`src/include/scrs_pkg.sv`:
```
/*
  Constants, state codes and helper functions shared by the contact smart card
  reader sequencer and its transmit buffer.
  Assumes a 50 MHz system clock and a card that uses the direct convention.
*/
// Function
// - Unpowered: no supply, interface off, no clock.
// - Initialised: interface on, no supply, no clock.
// - Reset asserted: RST low, supply and clock on.
// - No answer: raise RST, wait again.
// - Answer arrives: decode it, report the protocol.
// - T0 found: ready state, commands only there.
// - Report state; host request powers card off.
// - Receiver checks even parity of every byte.
// - Parity error: receiver holds line low.
// - Transmitter resends byte the receiver refused.
// - Reader pulls line low in stop bits.
// - Reader echoes own byte, flags low stop.
// - On frame error resend, disarm error source.
// - Return card status word with card state.
package scrs_pkg;
  localparam int unsigned SYS_CLK_PERIOD_NS = 20;
  localparam int unsigned CARD_CLK_PERIOD_NS = 160;
  localparam int unsigned CARD_CLK_DIV = CARD_CLK_PERIOD_NS / SYS_CLK_PERIOD_NS;
  localparam logic [2:0] DIV_LAST = 3'(CARD_CLK_DIV - 1);
  localparam logic [2:0] DIV_HALF = 3'(CARD_CLK_DIV / 2 - 1);
  localparam int unsigned ETU_CARD_CLKS = 372;
  localparam int unsigned ETU_CYC = ETU_CARD_CLKS * CARD_CLK_DIV;
  localparam logic [11:0] ETU_LAST = 12'(ETU_CYC - 1);
  localparam logic [11:0] ETU_RX_START = 12'(ETU_CYC / 2);
  localparam int unsigned ATR_WAIT_CLKS_DEF = 40000;
  localparam int unsigned FIFO_DEPTH = 16;
  localparam int unsigned BYTE_W = 8;
  localparam int unsigned STATUS_W = 16;
  localparam int unsigned FILE_ID_W = 16;
  localparam int unsigned OFFSET_W = 16;
  localparam int unsigned PIN_BYTES = 8;
  localparam int unsigned PIN_COUNT = 4;
  localparam logic [3:0] PROTO_T0 = 4'h0;
  localparam logic [3:0] IDX_START = 4'h0;
  localparam logic [3:0] IDX_PAR = 4'h9;
  localparam logic [3:0] IDX_STOP = 4'ha;
  localparam logic [3:0] IDX_NAK = 4'hb;
  localparam logic [3:0] IDX_TX_END = 4'hd;
  localparam logic [7:0] BYTE_RST = 8'h00;
  localparam logic [15:0] STATUS_RST = 16'h0000;

  typedef enum logic [2:0] {
    CARD_UNPOWERED_STATE = 3'b000,
    INTERFACE_INITIALISED_STATE = 3'b001,
    RESET_ASSERTED_STATE = 3'b010,
    RESET_RELEASED_STATE = 3'b011,
    ATR_RECEIVED_STATE = 3'b100,
    PROTOCOL_READY_STATE = 3'b101
  } scrs_state_t;

  // Even parity: data bits and parity bit together hold an even number of ones.
  function automatic logic scrs_par8(input logic [7:0] d);
    return ^d;
  endfunction

  // Number of interface bytes announced by the high nibble of a format byte.
  function automatic logic [2:0] scrs_ifcount(input logic [3:0] y);
    return 3'(y[0]) + 3'(y[1]) + 3'(y[2]) + 3'(y[3]);
  endfunction
endpackage

```
`src/include/scrs_stream_if.sv`:
```
/*
  Byte stream with valid and ready, used between the sequencer and its buffer.
  Assumes both ends run on the same clock.
*/
`timescale 1ns/1ps
interface scrs_stream_if #(parameter int W = 8);
  logic [W-1:0] data;
  logic valid;
  logic ready;
  modport source (output data, output valid, input ready);
  modport sink (input data, input valid, output ready);
endinterface

```
`src/hw/scrs_fifo.sv`:
```
/*
  First-in first-out buffer for host bytes waiting to go to the card.
  Assumes DEPTH is a power of two; both sides share clk.
*/
`timescale 1ns/1ps
module scrs_fifo #(
  parameter int W = 8,
  parameter int DEPTH = 16
) (
  // Clock and reset
  input wire logic clk,
  input wire logic resetn,
  // Fill and drain sides
  scrs_stream_if.sink wr,
  scrs_stream_if.source rd
);
  localparam int AW = $clog2(DEPTH);
  logic [W-1:0] mem [DEPTH];
  logic [AW:0] wp_q;
  logic [AW:0] rp_q;
  logic full;
  logic empty;
  logic push;
  logic pop;

  assign empty = (wp_q == rp_q);
  assign full = (wp_q[AW] != rp_q[AW]) && (wp_q[AW-1:0] == rp_q[AW-1:0]);
  assign wr.ready = !full;
  assign rd.valid = !empty;
  assign rd.data = mem[rp_q[AW-1:0]];
  assign push = wr.valid && !full;
  assign pop = rd.ready && !empty;

  always_ff @(posedge clk) begin
    if (push) begin
      mem[wp_q[AW-1:0]] <= wr.data;
    end
  end

  always_ff @(posedge clk or negedge resetn) begin
    if (!resetn) begin
      wp_q <= '0;
      rp_q <= '0;
    end else begin
      if (push) begin
        wp_q <= wp_q + 1'b1;
      end
      if (pop) begin
        rp_q <= rp_q + 1'b1;
      end
    end
  end
endmodule

```
`src/hw/scrs_top.sv`:
```
/*
  Contact smart card reader sequencer: card power and activation states,
  answer-to-reset protocol decode, and T=0 byte transfer with parity
  refusal and repetition on the half-duplex I/O contact.
  Assumes an external pull-up on the I/O contact and a card using the
  direct convention; the I/O contact is driven open-drain.
*/
`timescale 1ns/1ps
module scrs_top #(
  parameter int unsigned ATR_WAIT_CLKS = scrs_pkg::ATR_WAIT_CLKS_DEF,
  // Bit time in card clocks; a bench may shorten it to keep a run brief.
  parameter int unsigned ETU_CLKS = scrs_pkg::ETU_CARD_CLKS
) (
  // Clock and reset
  input wire logic clk,
  input wire logic resetn,
  // Host control and report
  input wire logic host_start,
  input wire logic host_off,
  output logic [2:0] card_state_report,
  output logic [3:0] card_protocol,
  output logic atr_fail,
  output logic [15:0] card_status_word,
  // Host bytes towards the card
  input wire logic [7:0] tx_data,
  input wire logic tx_valid,
  output logic tx_ready,
  // Card bytes towards the host
  output logic [7:0] rx_data,
  output logic rx_valid,
  // Card contacts
  output logic card_vcc_on,
  output logic card_if_en,
  output logic card_clk,
  output logic card_rst_pin,
  input wire logic card_io_in,
  output logic card_io_out,
  output logic card_io_oe
);
  localparam logic [15:0] ATR_WAIT_LAST = 16'(ATR_WAIT_CLKS - 1);
  localparam logic [11:0] ETU_LAST = 12'(ETU_CLKS * scrs_pkg::CARD_CLK_DIV - 1);
  localparam logic [11:0] ETU_RX_START = 12'(ETU_CLKS * scrs_pkg::CARD_CLK_DIV / 2);

  scrs_pkg::scrs_state_t state_q;
  scrs_pkg::scrs_state_t state_d;
  logic [2:0] io_sync_q;
  logic io_lvl_q;
  logic io_prev_q;
  logic [2:0] div_q;
  logic clk_q;
  logic clk_rise;
  logic clk_run;
  logic if_en;
  logic in_reset;
  logic [15:0] wait_q;
  logic wait_done;
  logic fail_q;
  // Answer decode.
  logic [1:0] atr_phase_q;
  logic [2:0] atr_left_q;
  logic atr_td_q;
  logic atr_done;
  logic [3:0] proto_new;
  logic [3:0] proto_q;
  // Receiver.
  logic rx_busy_q;
  logic [3:0] rx_idx_q;
  logic [11:0] rx_cnt_q;
  logic [7:0] rx_shift_q;
  logic rx_echo_q;
  logic rx_bad_q;
  logic rx_low_q;
  logic nak_q;
  logic rx_tick;
  logic rx_start;
  logic rx_end;
  logic rx_byte_ok;
  logic frame_err;
  logic [7:0] rx_data_q;
  logic rx_valid_q;
  logic [15:0] status_q;
  // Transmitter.
  logic tx_busy_q;
  logic [3:0] tx_idx_q;
  logic [11:0] tx_cnt_q;
  logic [7:0] tx_byte_q;
  logic tx_arm_q;
  logic tx_resend_q;
  logic tx_tick;
  logic tx_take;
  logic tx_bit;
  logic oe_q;

  scrs_stream_if #(.W(scrs_pkg::BYTE_W)) fill_if ();
  scrs_stream_if #(.W(scrs_pkg::BYTE_W)) drain_if ();

  assign fill_if.data = tx_data;
  assign fill_if.valid = tx_valid;
  assign tx_ready = fill_if.ready;

  scrs_fifo #(
    .W(scrs_pkg::BYTE_W),
    .DEPTH(scrs_pkg::FIFO_DEPTH)
  ) u_fifo (
    .clk(clk),
    .resetn(resetn),
    .wr(fill_if.sink),
    .rd(drain_if.source)
  );

  // Card state and contact levels.
  assign if_en = (state_q != scrs_pkg::CARD_UNPOWERED_STATE);
  assign clk_run = if_en && (state_q != scrs_pkg::INTERFACE_INITIALISED_STATE);
  assign in_reset = (state_q == scrs_pkg::RESET_ASSERTED_STATE) ||
                    (state_q == scrs_pkg::RESET_RELEASED_STATE);
  assign card_state_report = state_q;
  assign card_if_en = if_en;
  assign card_vcc_on = clk_run;
  // The divider flop may still be high in the first cycle after power-off.
  assign card_clk = clk_q && clk_run;
  assign card_rst_pin = clk_run && (state_q != scrs_pkg::RESET_ASSERTED_STATE);
  assign card_protocol = proto_q;
  assign atr_fail = fail_q;
  assign card_status_word = status_q;
  assign rx_data = rx_data_q;
  assign rx_valid = rx_valid_q;
  assign card_io_out = 1'b0;
  assign card_io_oe = oe_q;

  always_comb begin
    state_d = state_q;
    case (state_q)
      scrs_pkg::CARD_UNPOWERED_STATE: begin
        if (host_start) begin
          state_d = scrs_pkg::INTERFACE_INITIALISED_STATE;
        end
      end
      scrs_pkg::INTERFACE_INITIALISED_STATE: begin
        state_d = scrs_pkg::RESET_ASSERTED_STATE;
      end
      scrs_pkg::RESET_ASSERTED_STATE: begin
        if (rx_byte_ok) begin
          state_d = scrs_pkg::ATR_RECEIVED_STATE;
        end else if (wait_done) begin
          state_d = scrs_pkg::RESET_RELEASED_STATE;
        end
      end
      scrs_pkg::RESET_RELEASED_STATE: begin
        if (rx_byte_ok) begin
          state_d = scrs_pkg::ATR_RECEIVED_STATE;
        end else if (wait_done) begin
          state_d = scrs_pkg::CARD_UNPOWERED_STATE;
        end
      end
      scrs_pkg::ATR_RECEIVED_STATE: begin
        if (atr_done && (proto_new == scrs_pkg::PROTO_T0)) begin
          state_d = scrs_pkg::PROTOCOL_READY_STATE;
        end
      end
      scrs_pkg::PROTOCOL_READY_STATE: begin
        state_d = scrs_pkg::PROTOCOL_READY_STATE;
      end
      default: begin
        state_d = scrs_pkg::CARD_UNPOWERED_STATE;
      end
    endcase
    if (host_off) begin
      state_d = scrs_pkg::CARD_UNPOWERED_STATE;
    end
  end

  always_ff @(posedge clk or negedge resetn) begin
    if (!resetn) begin
      state_q <= scrs_pkg::CARD_UNPOWERED_STATE;
    end else begin
      state_q <= state_d;
    end
  end

  // A failed activation stays visible until the host starts again.
  always_ff @(posedge clk or negedge resetn) begin
    if (!resetn) begin
      fail_q <= 1'b0;
    end else if (state_q == scrs_pkg::RESET_RELEASED_STATE && wait_done && !rx_byte_ok) begin
      fail_q <= 1'b1;
    end else if (host_start) begin
      fail_q <= 1'b0;
    end
  end

  // Card clock divider; it stops low whenever the card is not powered.
  always_ff @(posedge clk or negedge resetn) begin
    if (!resetn) begin
      div_q <= 3'h0;
      clk_q <= 1'b0;
    end else if (!clk_run) begin
      div_q <= 3'h0;
      clk_q <= 1'b0;
    end else begin
      div_q <= (div_q == scrs_pkg::DIV_LAST) ? 3'h0 : div_q + 3'h1;
      if (div_q == scrs_pkg::DIV_HALF || div_q == scrs_pkg::DIV_LAST) begin
        clk_q <= !clk_q;
      end
    end
  end
  assign clk_rise = clk_run && (div_q == scrs_pkg::DIV_LAST);

  // Answer wait, counted in card clocks and restarted by every state change.
  always_ff @(posedge clk or negedge resetn) begin
    if (!resetn) begin
      wait_q <= 16'h0000;
    end else if (state_d != state_q || !in_reset) begin
      wait_q <= 16'h0000;
    end else if (clk_rise) begin
      wait_q <= wait_q + 16'h0001;
    end
  end
  assign wait_done = in_reset && clk_rise && (wait_q == ATR_WAIT_LAST);

  // Contact synchroniser; a level counts once the last two stages agree.
  always_ff @(posedge clk or negedge resetn) begin
    if (!resetn) begin
      io_sync_q <= 3'b111;
      io_lvl_q <= 1'b1;
      io_prev_q <= 1'b1;
    end else begin
      io_sync_q <= {io_sync_q[1:0], card_io_in};
      if (io_sync_q[1] == io_sync_q[2]) begin
        io_lvl_q <= io_sync_q[2];
      end
      io_prev_q <= io_lvl_q;
    end
  end

  // Receiver samples mid-bit; it also runs while sending to catch the echo.
  assign rx_start = if_en && !rx_busy_q && io_prev_q && !io_lvl_q;
  assign rx_tick = rx_busy_q && (rx_cnt_q == ETU_LAST);
  assign rx_end = rx_tick && (rx_idx_q == scrs_pkg::IDX_NAK);
  assign rx_byte_ok = rx_end && !rx_echo_q && !rx_bad_q;
  assign frame_err = rx_end && rx_echo_q && (rx_low_q || !io_lvl_q);

  always_ff @(posedge clk or negedge resetn) begin
    if (!resetn) begin
      rx_busy_q <= 1'b0;
      rx_idx_q <= scrs_pkg::IDX_START;
      rx_cnt_q <= 12'h000;
      rx_shift_q <= scrs_pkg::BYTE_RST;
      rx_echo_q <= 1'b0;
      rx_bad_q <= 1'b0;
      rx_low_q <= 1'b0;
      nak_q <= 1'b0;
    end else if (!if_en) begin
      rx_busy_q <= 1'b0;
      nak_q <= 1'b0;
    end else if (rx_start) begin
      rx_busy_q <= 1'b1;
      rx_idx_q <= scrs_pkg::IDX_START;
      rx_cnt_q <= ETU_RX_START;
      rx_echo_q <= tx_busy_q;
      rx_bad_q <= 1'b0;
      rx_low_q <= 1'b0;
    end else if (rx_busy_q) begin
      rx_cnt_q <= rx_tick ? 12'h000 : rx_cnt_q + 12'h001;
      if (rx_idx_q == scrs_pkg::IDX_NAK && !io_lvl_q) begin
        rx_low_q <= 1'b1;
      end
      if (rx_tick) begin
        rx_idx_q <= rx_idx_q + 4'h1;
        if (rx_idx_q == scrs_pkg::IDX_START && io_lvl_q) begin
          rx_busy_q <= 1'b0;
        end else if (rx_idx_q < scrs_pkg::IDX_PAR) begin
          rx_shift_q <= {io_lvl_q, rx_shift_q[7:1]};
        end else if (rx_idx_q == scrs_pkg::IDX_PAR) begin
          rx_bad_q <= scrs_pkg::scrs_par8(rx_shift_q) ^ io_lvl_q;
        end else if (rx_idx_q == scrs_pkg::IDX_STOP) begin
          rx_low_q <= !io_lvl_q;
          nak_q <= !rx_echo_q && rx_bad_q;
        end else begin
          rx_busy_q <= 1'b0;
          nak_q <= 1'b0;
        end
      end
    end
  end

  // Good card bytes go to the host; the last two taken in the ready state form the status word.
  always_ff @(posedge clk or negedge resetn) begin
    if (!resetn) begin
      rx_data_q <= scrs_pkg::BYTE_RST;
      rx_valid_q <= 1'b0;
      status_q <= scrs_pkg::STATUS_RST;
    end else begin
      rx_valid_q <= rx_byte_ok;
      if (rx_byte_ok) begin
        rx_data_q <= rx_shift_q;
      end
      if (rx_byte_ok && state_q == scrs_pkg::PROTOCOL_READY_STATE) begin
        status_q <= {status_q[7:0], rx_shift_q};
      end
    end
  end

  // Answer decode: format byte, then interface bytes up to the first TD.
  assign proto_new = (atr_phase_q == 2'd1 && atr_td_q) ? rx_shift_q[3:0] : scrs_pkg::PROTO_T0;
  assign atr_done = rx_byte_ok && (state_q == scrs_pkg::ATR_RECEIVED_STATE) &&
                    ((atr_phase_q == 2'd0 && scrs_pkg::scrs_ifcount(rx_shift_q[7:4]) == 3'h0) ||
                     (atr_phase_q == 2'd1 && atr_left_q == 3'h1));

  always_ff @(posedge clk or negedge resetn) begin
    if (!resetn) begin
      atr_phase_q <= 2'd0;
      atr_left_q <= 3'h0;
      atr_td_q <= 1'b0;
      proto_q <= scrs_pkg::PROTO_T0;
    end else if (state_q != scrs_pkg::ATR_RECEIVED_STATE) begin
      if (in_reset) begin
        atr_phase_q <= 2'd0;
      end
    end else if (atr_done) begin
      atr_phase_q <= 2'd2;
      proto_q <= proto_new;
    end else if (rx_byte_ok && atr_phase_q == 2'd0) begin
      atr_phase_q <= 2'd1;
      atr_left_q <= scrs_pkg::scrs_ifcount(rx_shift_q[7:4]);
      atr_td_q <= rx_shift_q[7];
    end else if (rx_byte_ok && atr_phase_q == 2'd1) begin
      atr_left_q <= atr_left_q - 3'h1;
    end
  end

  // Transmitter; a refused byte is repeated once the guard time has passed.
  assign drain_if.ready = (state_q == scrs_pkg::PROTOCOL_READY_STATE) &&
                          !tx_busy_q && !rx_busy_q;
  assign tx_take = drain_if.ready && drain_if.valid;
  assign tx_tick = tx_busy_q && (tx_cnt_q == ETU_LAST);

  always_comb begin
    tx_bit = 1'b1;
    if (tx_idx_q == scrs_pkg::IDX_START) begin
      tx_bit = 1'b0;
    end else if (tx_idx_q < scrs_pkg::IDX_PAR) begin
      tx_bit = tx_byte_q[3'(tx_idx_q - 4'h1)];
    end else if (tx_idx_q == scrs_pkg::IDX_PAR) begin
      tx_bit = scrs_pkg::scrs_par8(tx_byte_q);
    end
  end

  always_ff @(posedge clk or negedge resetn) begin
    if (!resetn) begin
      tx_busy_q <= 1'b0;
      tx_idx_q <= scrs_pkg::IDX_START;
      tx_cnt_q <= 12'h000;
      tx_byte_q <= scrs_pkg::BYTE_RST;
    end else if (state_q != scrs_pkg::PROTOCOL_READY_STATE) begin
      tx_busy_q <= 1'b0;
    end else if (tx_take) begin
      tx_busy_q <= 1'b1;
      tx_idx_q <= scrs_pkg::IDX_START;
      tx_cnt_q <= 12'h000;
      tx_byte_q <= drain_if.data;
    end else if (tx_busy_q) begin
      tx_cnt_q <= tx_tick ? 12'h000 : tx_cnt_q + 12'h001;
      if (tx_tick) begin
        if (tx_idx_q != scrs_pkg::IDX_TX_END) begin
          tx_idx_q <= tx_idx_q + 4'h1;
        end else if (tx_resend_q) begin
          tx_idx_q <= scrs_pkg::IDX_START;
        end else begin
          tx_busy_q <= 1'b0;
        end
      end
    end
  end

  // Frame error source: armed per byte sent, disarmed when it fires.
  always_ff @(posedge clk or negedge resetn) begin
    if (!resetn) begin
      tx_arm_q <= 1'b0;
      tx_resend_q <= 1'b0;
    end else begin
      if (frame_err && tx_arm_q) begin
        tx_arm_q <= 1'b0;
      end else if (tx_take || (tx_tick && tx_idx_q == scrs_pkg::IDX_TX_END)) begin
        tx_arm_q <= 1'b1;
      end
      if (frame_err && tx_arm_q) begin
        tx_resend_q <= 1'b1;
      end else if (tx_tick && tx_idx_q == scrs_pkg::IDX_TX_END) begin
        tx_resend_q <= 1'b0;
      end
    end
  end

  // Open-drain drive: only zeros are driven, ones come from the pull-up.
  always_ff @(posedge clk or negedge resetn) begin
    if (!resetn) begin
      oe_q <= 1'b0;
    end else begin
      oe_q <= if_en && ((tx_busy_q && !tx_bit) || nak_q);
    end
  end
endmodule

```
`config.mk`:
```
export PLATFORM = sky130hd
export DESIGN_NAME = scrs_top
export DESIGN_NICKNAME = d
export VERILOG_FILES = /design/src/include/scrs_pkg.sv /design/src/include/scrs_stream_if.sv /design/src/hw/scrs_fifo.sv /design/src/hw/scrs_top.sv
export SDC_FILE = /design/constraint.sdc
export NUM_CORES = 1
export LEC_CHECK = 0
export BUFFER_PORTS_ARGS = -buffer_cell sky130_fd_sc_hd__buf_2
export CORE_MARGIN = 2
export CORE_UTILIZATION = 50
export CTS_BUF_LIST = sky130_fd_sc_hd__clkbuf_16
export DETAILED_ROUTE_END_ITERATION = 8
export GPL_ROUTABILITY_DRIVEN = 0
export PLACE_DENSITY = 0.66
export SYNTH_ARGS = -nofsm -noshare
export SYNTH_HDL_FRONTEND = slang
export SYNTH_SLANG_ARGS = --single-unit
```
`constraint.sdc`:
```
create_clock -name clk -period 3.2 [get_ports clk]
set_clock_uncertainty 0.15 [all_clocks]
set_input_delay 0.32 -clock clk [delete_from_list [all_inputs] [get_ports clk]]
set_output_delay 0.32 -clock clk [all_outputs]
set_load 0.05 [all_outputs]
```
==> flow_summary_export.csv, run 1 <==
group,metric,value,unit
status,status,"finished clean",
power_and_ir_drop,seq_power_share,49.9,%
min_path,holdPathStages,1,
placed_design,dpl.hpwl,15800,um
clocking,cts_tree,"built",
floorplanning,die-area,24300,um^2
grt,grt_pass1_wl,38400,um
cells_and_area,final_common_cell,"edfxtp_1",
timing,fin_ws,252,ps
setup_path,critical_path_class,"reg -> reg",
routing,totalWireLength,23800,um
synthesis,yosys_most_used_dff,"edfxtp_1",
power_and_ir_drop,p_switching,1870,uW
clocking,cts.sinks,259,
synthesis,syn_avg_cell_area,13.2,um^2
floorplanning,die_h,156,um
setup_path,cp-end-kind,"flip-flop",
clocking,cts_buffers,28,
routing,wl_per_cell,18.8,um
power_and_ir_drop,swShare,23.9,%
synthesis,synth_fp_nets,910,
cells_and_area,antennaDiodeCount,0,
setup_path,r2r_slack,250,ps
clocking,cts_htree_levels,1,
setup_path,cp_max_fo,9,
synthesis,synth_seq_cells,259,
timing,slew_viol_final,0,
routing,ant_nets,0,
routing,drtIter0Drc,462,
routing,avgViaCountPerCell,5.71,
timing,setup_viol,0,
cells_and_area,syn2layout_area_growth,14.7,%
setup_path,cp_top_family,"adder cells",
floorplanning,io_pins,54,
grt,grt_util_met1,27.4,%
setup_path,crit_required,3470,ps
cells_and_area,most-common-layout-cells,"edfxtp_1, dfrtp_1, nand2_1, nor2_1, buf_2",
min_path,hold_end,"u_fifo.mem[0][1]",
timing,rsz0062_at_grt,"no",
synthesis,synth_cell_types,71,
cells_and_area,nNetsFinal,994,
placed_design,io_buffers,52,
setup_path,path_buf_inv,2,
grt,grt-ovfl-total,0,
floorplanning,initial_utilization,51.0,%
power_and_ir_drop,p_clk_share,41.0,%
synthesis,yosys_warnings,0,
timing,worst_pin_slew,837,ps
grt,grt_pass1_vias,7139,
setup_path,slowest_stage,"fa_1",
clocking,cts_root_buf,"clkbuf_16",
cells_and_area,design_area,13200,um^2
floorplanning,rows,55,
setup_path,r2r-start,"rx_shift_q[4]",
synthesis,netlist_instances,871,
setup_path,worstReg2RegEnd,"atr_left_q[0]",
clocking,clock_path_buffers,3,
power_and_ir_drop,p_int,5930,uW
timing,fin_crit_sh,92.1,%
grt,use_met3,2.56,%
placed_design,placed_area,12300,um^2
power_and_ir_drop,power_leakage,0.00532,uW
timing,slew_headroom,43.5,%
grt,grt.total_usage,20.2,%
setup_path,reg2reg_depth,9,
floorplanning,die_x,156,um
synthesis,ys_seq_area_share,61.8,%
timing,holdWs,22.6,ps
setup_path,cp-start-kind,"flip-flop",
synthesis,async_flop_share,50.6,%
grt,antenna_found_initial,0,
setup_path,cpPeakStageDelay,530,ps
clocking,clkTransAtPathRegs,60,ps
grt,grt_max_degree,75,
grt,grt_util_met2,34.2,%
grt,busiest_layer,"met2",
min_path,min_path_type,"in -> reg",
synthesis,synth-edff-count,128,
cells_and_area,final_cells,1261,
routing,num_vias,7197,
clocking,clk_latency,540,ps
placed_design,dp_slack,269,ps
min_path,min_from,"tx_data[1]",
synthesis,netlist_area,11500,um^2
power_and_ir_drop,ir_drop,0.418,mV
timing,fmax,0.339,GHz
placed_design,dp.cells,1206,
timing,finalHoldViolCount,0,
routing,drc,0,
routing,first_pass_iters,5,
setup_path,crit_arrival,3220,ps
timing,setup_tns,0,ps
clocking,ctsResizeCount,0,
floorplanning,core-area,22600,um^2
flow_run,maxCapViolations,0,
power_and_ir_drop,p_comb_share,9.2,%
timing,fin_crit,2950,ps
cells_and_area,drive_gt1_share,20.1,%
setup_path,path_cells,"inv_1 -> fa_1 -> inv_1 -> ha_1 -> ha_1 -> nor4_1 -> a31oi_1 -> nand4_1 -> a211o_1",
power_and_ir_drop,p_per_area,589,nW/um^2
## layer usage
| metal | routed length [um] | up-vias |
|---|---|---|
| met5 | 0 | - |
| met4 | 719 | 0 |
| met3 | 893 | 46 |
| met2 | 11800 | 165 |
| met1 | 10300 | 3567 |
| li1 | - | 3419 |
## synth_stat cells (all sizes together), types with 20 or more instances
master / count / area, um^2
a21oi: 22 / 110
inv: 29 / 109
nand3: 33 / 178
edfxtp: 128 / 3840
mux2: 23 / 259
nor3: 20 / 105
nand2: 76 / 285
xnor2: 32 / 280
clkbuf: 24 / 90.1
dfrtp: 126 / 3150
ha: 24 / 300
mux4: 34 / 766
nor2: 57 / 224
o21ai: 43 / 215
## power by group through the flow
| stage | registers [uW] | logic (uW) | clock network, uW |
|---|---|---|---|
| detailed placement | 3950 | 718 | 0 |
| global placement | 3940 | 711 | 0 |
| finish | 3890 | 714 | 3190 |
| CTS | 3890 | 726 | 3280 |
| global route | 3910 | 786 | 3400 |
| floorplan | 3880 | 486 | 0 |
## flip-flops by register name, indices dropped and copies added, names as in the netlist, 4 cells and up
register and count:
u_fifo.mem 128, card_status_word 16, wait_q 16, rx_cnt_q 12
tx_cnt_q 12, rx_data 8, rx_shift_q 8, tx_byte_q 8
u_fifo.rp_q 5, u_fifo.wp_q 5, card_protocol 4, rx_idx_q 4
tx_idx_q 4
## layout make-up
cell class / instances / area, um^2
Fill cell: 1781 / 9400
Clock inverter: 23 / 226
Multi-Input combinational cell: 549 / 4160
Inverter: 30 / 113
Tap cell: 285 / 357
Sequential cell: 259 / 7130
Timing Repair Buffer: 87 / 552
Clock buffer: 28 / 701
## what timing repair did
action	in CTS	in global routing
hold endpoints to repair	75	0
hold buffers	4	0
setup buffers	0	0
## stage by stage
step / power, uW / utilization (%)
3_5_place_dp: 4670 / 54.2
4_1_cts: 7890 / 58.5
6_report: 7790 / 58.5
5_1_grt: 8100 / 58.5
2_1_floorplan: 4370 / -
3_3_place_gp: 4650 / 54.2
## worst max-delay path by stage
stage                    startpoint                to  depth (start not counted)
2_1_floorplan  card_state_report[2]       rx_cnt_q[9]                          8
3_3_place_gp          rx_shift_q[4]     atr_left_q[0]                          9
3_5_place_dp          rx_shift_q[4]     atr_left_q[0]                          9
4_1_cts               rx_shift_q[4]     atr_left_q[0]                          9
5_1_grt               rx_shift_q[4]  card_protocol[2]                         10
6_report              rx_shift_q[4]     atr_left_q[0]                          9
## cells by family after synthesis
family	Yosys count	synth area share, %
DFF	259	61.8
muxes	64	9.49
other	1	0.0325
AOI/OAI and AO/OA	135	7.76
and+or+nand+nor	272	12.1
xor gates and xnor gates	51	3.87
buffers and inverters	63	2.15
adders and majority gates	26	2.86
No activity file was read; power rests on OpenSTA's default activity.
==> run 2, diff against run 1 <==
- SYNTH_HIERARCHICAL: unset -> 1
==> run 2 against run 1 <==
Compared with the run above: core utilization fell by 1.2 points; largest power group unchanged; cell count rose by 2.9%; via count down 0.54%; critical path depth increased by 1; sequential share of layout area down 0.53 points; sequential power barely moved; clock-buffer cell count shrank 1; first-iteration DRC count fell by 13%; largest cell class unchanged; global-route usage fell by 1.2 points; non-clock buffer count fell by 6; register-to-register slack is essentially flat; setup slack improved by 5.7 ps.
==> flow_summary_export.csv, run 2 <==
group,metric,value,unit
synthesis,synth_seq_cells,259,
setup_path,cpPeakStageDelay,540,ps
cells_and_area,final_common_cell,"edfxtp_1",
setup_path,cp-start-kind,"flip-flop",
synthesis,yosys-top-cells-area,"edfxtp_1, dfrtp_1, mux4_1",
timing,fin_crit_sh,91.9,%
setup_path,path_cells,"inv_1 -> fa_1 -> inv_1 -> ha_1 -> ha_1 -> nor4_1 -> a31o_2 -> or4_4 -> a211o_1 -> o21ai_0",
grt,grt_max_degree,65,
floorplanning,rows,56,
synthesis,yosysMostFrequentCell,"edfxtp_1",
grt,grt_pass1_wl,37300,um
status,status,"finished clean",
clocking,clkTransAtPathRegs,60,ps
clocking,cts_root_buf,"clkbuf_16",
floorplanning,die_h,158,um
grt,antenna_found_initial,0,
routing,first_pass_iters,5,
cells_and_area,antennaDiodeCount,0,
cells_and_area,nNetsFinal,996,
clocking,cts_buffers,27,
cells_and_area,largest_reg_flops,128,
grt,grt-ovfl-total,0,
timing,slew_headroom,44.8,%
synthesis,synth_fp_nets,921,
setup_path,critical_path_class,"reg -> reg",
routing,num_vias,7158,
timing,holdWs,16.1,ps
floorplanning,die-area,24900,um^2
routing,wl_per_cell,17.7,um
timing,setup_viol,0,
floorplanning,die_x,158,um
synthesis,netlist_area,11800,um^2
synthesis,synth_cell_types,85,
routing,totalWireLength,23000,um
timing,worst_pin_slew,825,ps
power_and_ir_drop,p_per_area,573,nW/um^2
clocking,ctsResizeCount,0,
synthesis,synth_top_family_by_area,"simple AND/OR/NAND/NOR gates",
clocking,cts_setup_buffers,0,
cells_and_area,syn2layout_area_growth,13.0,%
routing,avgViaCountPerCell,5.51,
power_and_ir_drop,power_leakage,0.00542,uW
synthesis,synth-edff-count,128,
synthesis,yosys-top-cells-count,"edfxtp_1, dfrtp_1, nand2_1, nor2_1, xnor2_1",
setup_path,path_buf_inv,2,
placed_design,dpl.hpwl,15100,um
timing,rsz0062_at_grt,"no",
setup_path,crit_arrival,3240,ps
timing,fmax,0.340,GHz
synthesis,yosys_warnings,6,
setup_path,cp_top_family,"adder cells",
synthesis,synth_top_area_share,32.5,%
synthesis,async_flop_share,50.6,%
setup_path,cp_max_fo,4,
power_and_ir_drop,ir_drop,0.485,mV
clocking,clock_path_buffers,3,
timing,fin_crit,2940,ps
routing,ant_nets,0,
setup_path,slowest_stage,"fa_1",
synthesis,syn_avg_cell_area,13.4,um^2
timing,setup_tns,0,ps
synthesis,synthMuxAreaShare,10.1,%
routing,drc,0,
clocking,clk_latency,540,ps
cells_and_area,final_cells,1298,
synthesis,netlist_instances,883,
timing,finalHoldViolCount,0,
synthesis,synth_compound_area_share,6.10,%
floorplanning,io_pins,54,
cells_and_area,drive_gt1_share,18.3,%
min_path,min_path_type,"in -> reg",
cells_and_area,most-common-layout-cells,"edfxtp_1, dfrtp_1, nand2_1, buf_2, nor2_1",
grt,grt.total_usage,19.0,%
timing,slew_viol_final,0,
placed_design,io_buffers,52,
synthesis,synth_top_cell_by_area,"edfxtp_1",
grt,grt_pass1_vias,7079,
synthesis,yosys_most_used_dff,"edfxtp_1",
synthesis,ys_seq_area_share,60.2,%
routing,drtIter0Drc,403,
synthesis,yosys.area_share.adder,2.69,%
clocking,cts_tree,"built",
clocking,cts.sinks,259,
clocking,cts_htree_levels,1,
flow_run,maxCapViolations,0,
synthesis,synth_simple_gate_area_share,13.5,%
setup_path,crit_required,3500,ps
floorplanning,initial_utilization,50.7,%
floorplanning,core-area,23300,um^2
placed_design,dp.cells,1243,
synthesis,synth_xor_area_share,4.07,%
clocking,holdBufCountCts,5,
setup_path,cp-end-kind,"flip-flop",
==> run 2: cell count changes in the layout (fill, tap and decap cells not counted), moves of 7 or more <==
cell,previous run,this run
a31oi_1,9,2
nand2_1,76,103
xnor2_1,32,40
mux4_1,0,21
mux4_2,34,13
a22oi_1,0,17
a22o_1,9,2
nor2_1,55,44
a221oi_1,8,0
nor3_1,19,32
buf_4,30,23
==> run 2: layout make-up <==
class / count / area [um^2]
clock buffer: 27 / 676
clock inverter: 23 / 215
fill: 1908 / 9960
inverter: 36 / 135
multi-input combinational: 553 / 4310
sequential: 259 / 7130
tap: 319 / 399
timing repair buffer: 81 / 509
==> run 2: worst paths after layout <==
check / endpoint / slack (ps) / cells after the start / from
worst min register to register: io_sync_q[1] / 210 / 0 / io_sync_q[0]
max in group asynchronous: card_status_word[0] / 1990 / 3 / resetn
worst max register to register: atr_left_q[0] / 260 / 10 / rx_shift_q[4]
worst max-delay path: atr_left_q[0] / 260 / 10 / rx_shift_q[4]
worst min-delay path: u_fifo/mem[2][5] / 20 / 1 / tx_data[5]
min in group asynchronous: tx_cnt_q[8] / 180 / 2 / resetn
==> run 2: metrics by stage <==
stage | util, % | total power (uW) | setup WS (ps) | area [um^2]
after floorplan | - | 4320 | 405 | 11800
after global placement | 53.3 | 4560 | 308 | 12400
after detailed placement | 53.3 | 4590 | 273 | 12400
after CTS | 57.3 | 7730 | 253 | 13400
after global routing | 57.3 | 7950 | 14.6 | 13400
final | 57.3 | 7660 | 258 | 13400
==> run 2: power breakdown <==
part,leakage [uW],internal (uW),switching (uW)
clock network,0.000456,1860,1270
registers,0.00293,3730,158
logic,0.00203,221,422
==> run 2: worst reg2reg max path: cells and delay by family, from the launching register on <==
family                   cells  cell delay (ps)
adder cells (fa/ha/maj)      3             1020
flip-flops                   1              390
AO/OA/AOI/OAI                3              590
AND/OR/NAND/NOR              2              570
buffers and inverters        2              140
==> run 2: cell families after synthesis <==
family          count (synthesis)
mux                            66
compound gates                109
buf+inv                        71
flops                         259
xor+xnor                       55
fa+ha+maj                      25
simple gates                  297
other cells                     1
==> run 2: layer usage <==
metal / global-route usage (%) / up-vias / wire (um)
met5: 0 / - / 0
met4: 4.55 / 0 / 481
met3: 2.52 / 34 / 754
met2: 32.0 / 119 / 11200
met1: 26.4 / 3575 / 10600
li1: - / 3430 / -
==> run 3, diff against run 2 <==
- CORE_UTILIZATION: 50 -> 62
- PLACE_DENSITY: 0.66 -> 0.79
==> run 3 against run 2 <==
Compared with the run above: clock power shrank 6%; maximum frequency shrank 0.54%; clock-buffer cell count is the same; combinational power grew 0.6%; critical path depth is the same; total power shrank 2.3%; global-route usage grew 5.7 points; critical path type unchanged; largest cell class unchanged.
==> flow_summary_export.csv, run 3 (synthesized netlist as in run 2, its figures left out) <==
group,metric,value,unit
status,status,"finished clean",
min_path,min_path_type,"in -> reg",
floorplanning,io_pins,54,
placed_design,dpl.hpwl,15200,um
routing,wl_per_cell,19.9,um
placed_design,dp_slack,288,ps
setup_path,reg2reg_depth,10,
routing,drc,0,
clocking,ctsResizeCount,0,
cells_and_area,antennaDiodeCount,0,
power_and_ir_drop,seq_power_share,51.9,%
cells_and_area,final_common_cell,"edfxtp_1",
setup_path,cp_max_fo,4,
clocking,clock_path_buffers,3,
setup_path,cp-end-kind,"flip-flop",
power_and_ir_drop,ir_drop,0.528,mV
routing,first_pass_iters,5,
power_and_ir_drop,p_int,5650,uW
routing,ant_nets,0,
routing,num_vias,7316,
power_and_ir_drop,p_clk_share,39.4,%
grt,grt_max_degree,75,
timing,setup_tns,0,ps
grt,grt.total_usage,24.7,%
timing,fmax,0.338,GHz
grt,grt_pass1_wl,38800,um
routing,avgViaCountPerCell,6.04,
cells_and_area,syn2layout_area_growth,11.6,%
cells_and_area,drive_gt1_share,18.0,%
placed_design,io_buffers,52,
power_and_ir_drop,p_comb_share,8.6,%
timing,rsz0062_at_grt,"no",
timing,setup_viol,0,
floorplanning,core-area,18700,um^2
cells_and_area,largest_reg_flops,128,
cells_and_area,seq_area,7130,um^2
grt,grt-ovfl-total,0,
routing,drtIter0Drc,567,
grt,antenna_found_initial,0,
setup_path,slowest_stage,"fa_1",
floorplanning,die-area,20200,um^2
floorplanning,die_x,142,um
clocking,clkTransAtPathRegs,60,ps
cells_and_area,most-common-layout-cells,"edfxtp_1, dfrtp_1, nand2_1, buf_2, nor2_1",
flow_run,maxCapViolations,0,
clocking,cts_buffers,27,
setup_path,path_cells,"inv_1 -> fa_1 -> inv_1 -> ha_1 -> ha_1 -> nor4_1 -> a31o_2 -> or4_4 -> a211o_1 -> o21ai_0",
floorplanning,rows,50,
setup_path,crit_arrival,3270,ps
timing,slew_viol_final,0,
cells_and_area,multi_input_area,4310,um^2
floorplanning,die_h,142,um
timing,fin_ws,242,ps
min_path,holdPathStages,1,
clocking,cts_tree,"built",
clocking,cts.sinks,259,
timing,fin_crit_sh,92.4,%
cells_and_area,fillers,1196,
setup_path,crit_required,3510,ps
timing,fin_crit,2960,ps
setup_path,critical_path_class,"reg -> reg",
power_and_ir_drop,p_switching,1840,uW
floorplanning,initial_utilization,63.3,%
setup_path,cpPeakStageDelay,560,ps
timing,slew_headroom,15.8,%
routing,totalWireLength,24100,um
setup_path,cp-start-kind,"flip-flop",
clocking,cts_htree_levels,1,
grt,grt_pass1_vias,7235,
power_and_ir_drop,p_per_area,567,nW/um^2
power_and_ir_drop,power_leakage,0.00540,uW
cells_and_area,nNetsFinal,995,
power_and_ir_drop,swShare,24.6,%
clocking,clk_latency,540,ps
clocking,cts_root_buf,"clkbuf_16",
timing,finalHoldViolCount,0,
timing,worst_pin_slew,1250,ps
==> run 3: path summary, 6_finish.rpt <==
check | from | slack [ps] | end
max reg2reg | rx_shift_q[4] | 240 | atr_left_q[0]
min | tx_data[1] | 30 | u_fifo/mem[14][1]
min reg2reg | io_sync_q[0] | 210 | io_sync_q[1]
max in group asynchronous | resetn | 1920 | atr_td_q
max | rx_shift_q[4] | 240 | atr_left_q[0]
min in group asynchronous | resetn | 210 | tx_byte_q[3]
==> run 3: routing by layer <==
metal / vias to the layer above / wire (um) / GRT usage (%)
li1: 3414 / - / -
met1: 3675 / 10500 / 36.0
met2: 192 / 12000 / 40.8
met3: 35 / 1120 / 2.89
met4: 0 / 435 / 5.47
met5: - / 0 / 0
==> run 3: critical path, delay by kind of cell (launching register included) <==
kind	cells	cell delay, ps
compound gates	3	610
flops	1	390
buf+inv	2	150
fa+ha+maj	3	1010
simple gates	2	570
==> run 3: repair_timing <==
item,4_1_cts,5_1_grt
hold endpoints to repair,75,0
setup buffers,0,0
hold buffers,5,0
==> run 3: power by group through the flow <==
stage          sequential [uW]  clock [uW]  combinational, uW
2_1_floorplan             3880           0                444
3_3_place_gp              3930           0                619
3_5_place_dp              3950           0                637
4_1_cts                   3890        3010                650
5_1_grt                   3910        3140                712
6_report                  3890        2950                648
==> run 3: metrics by stage <==
stage          cell area, um^2  instances  utilization [%]  hold slack, ps  total power (uW)
2_1_floorplan            11800        883                -            -126              4320
3_3_place_gp             12300       1157             65.9             198              4550
3_5_place_dp             12300       1157             65.9             199              4580
4_1_cts                  13200       1211             70.6            8.39              7550
5_1_grt                  13200       1211             70.6            19.9              7760
6_report                 13200       1211             70.6            27.4              7490
==> run 3: area by class of cell <==
class / count / area share (%)
Inverter: 36 / 1.02
Tap cell: 234 / 2.22
Sequential cell: 259 / 54.0
Multi-Input combinational cell: 553 / 32.6
Timing Repair Buffer: 80 / 3.80
Clock buffer: 27 / 5.12
Clock inverter: 22 / 1.20
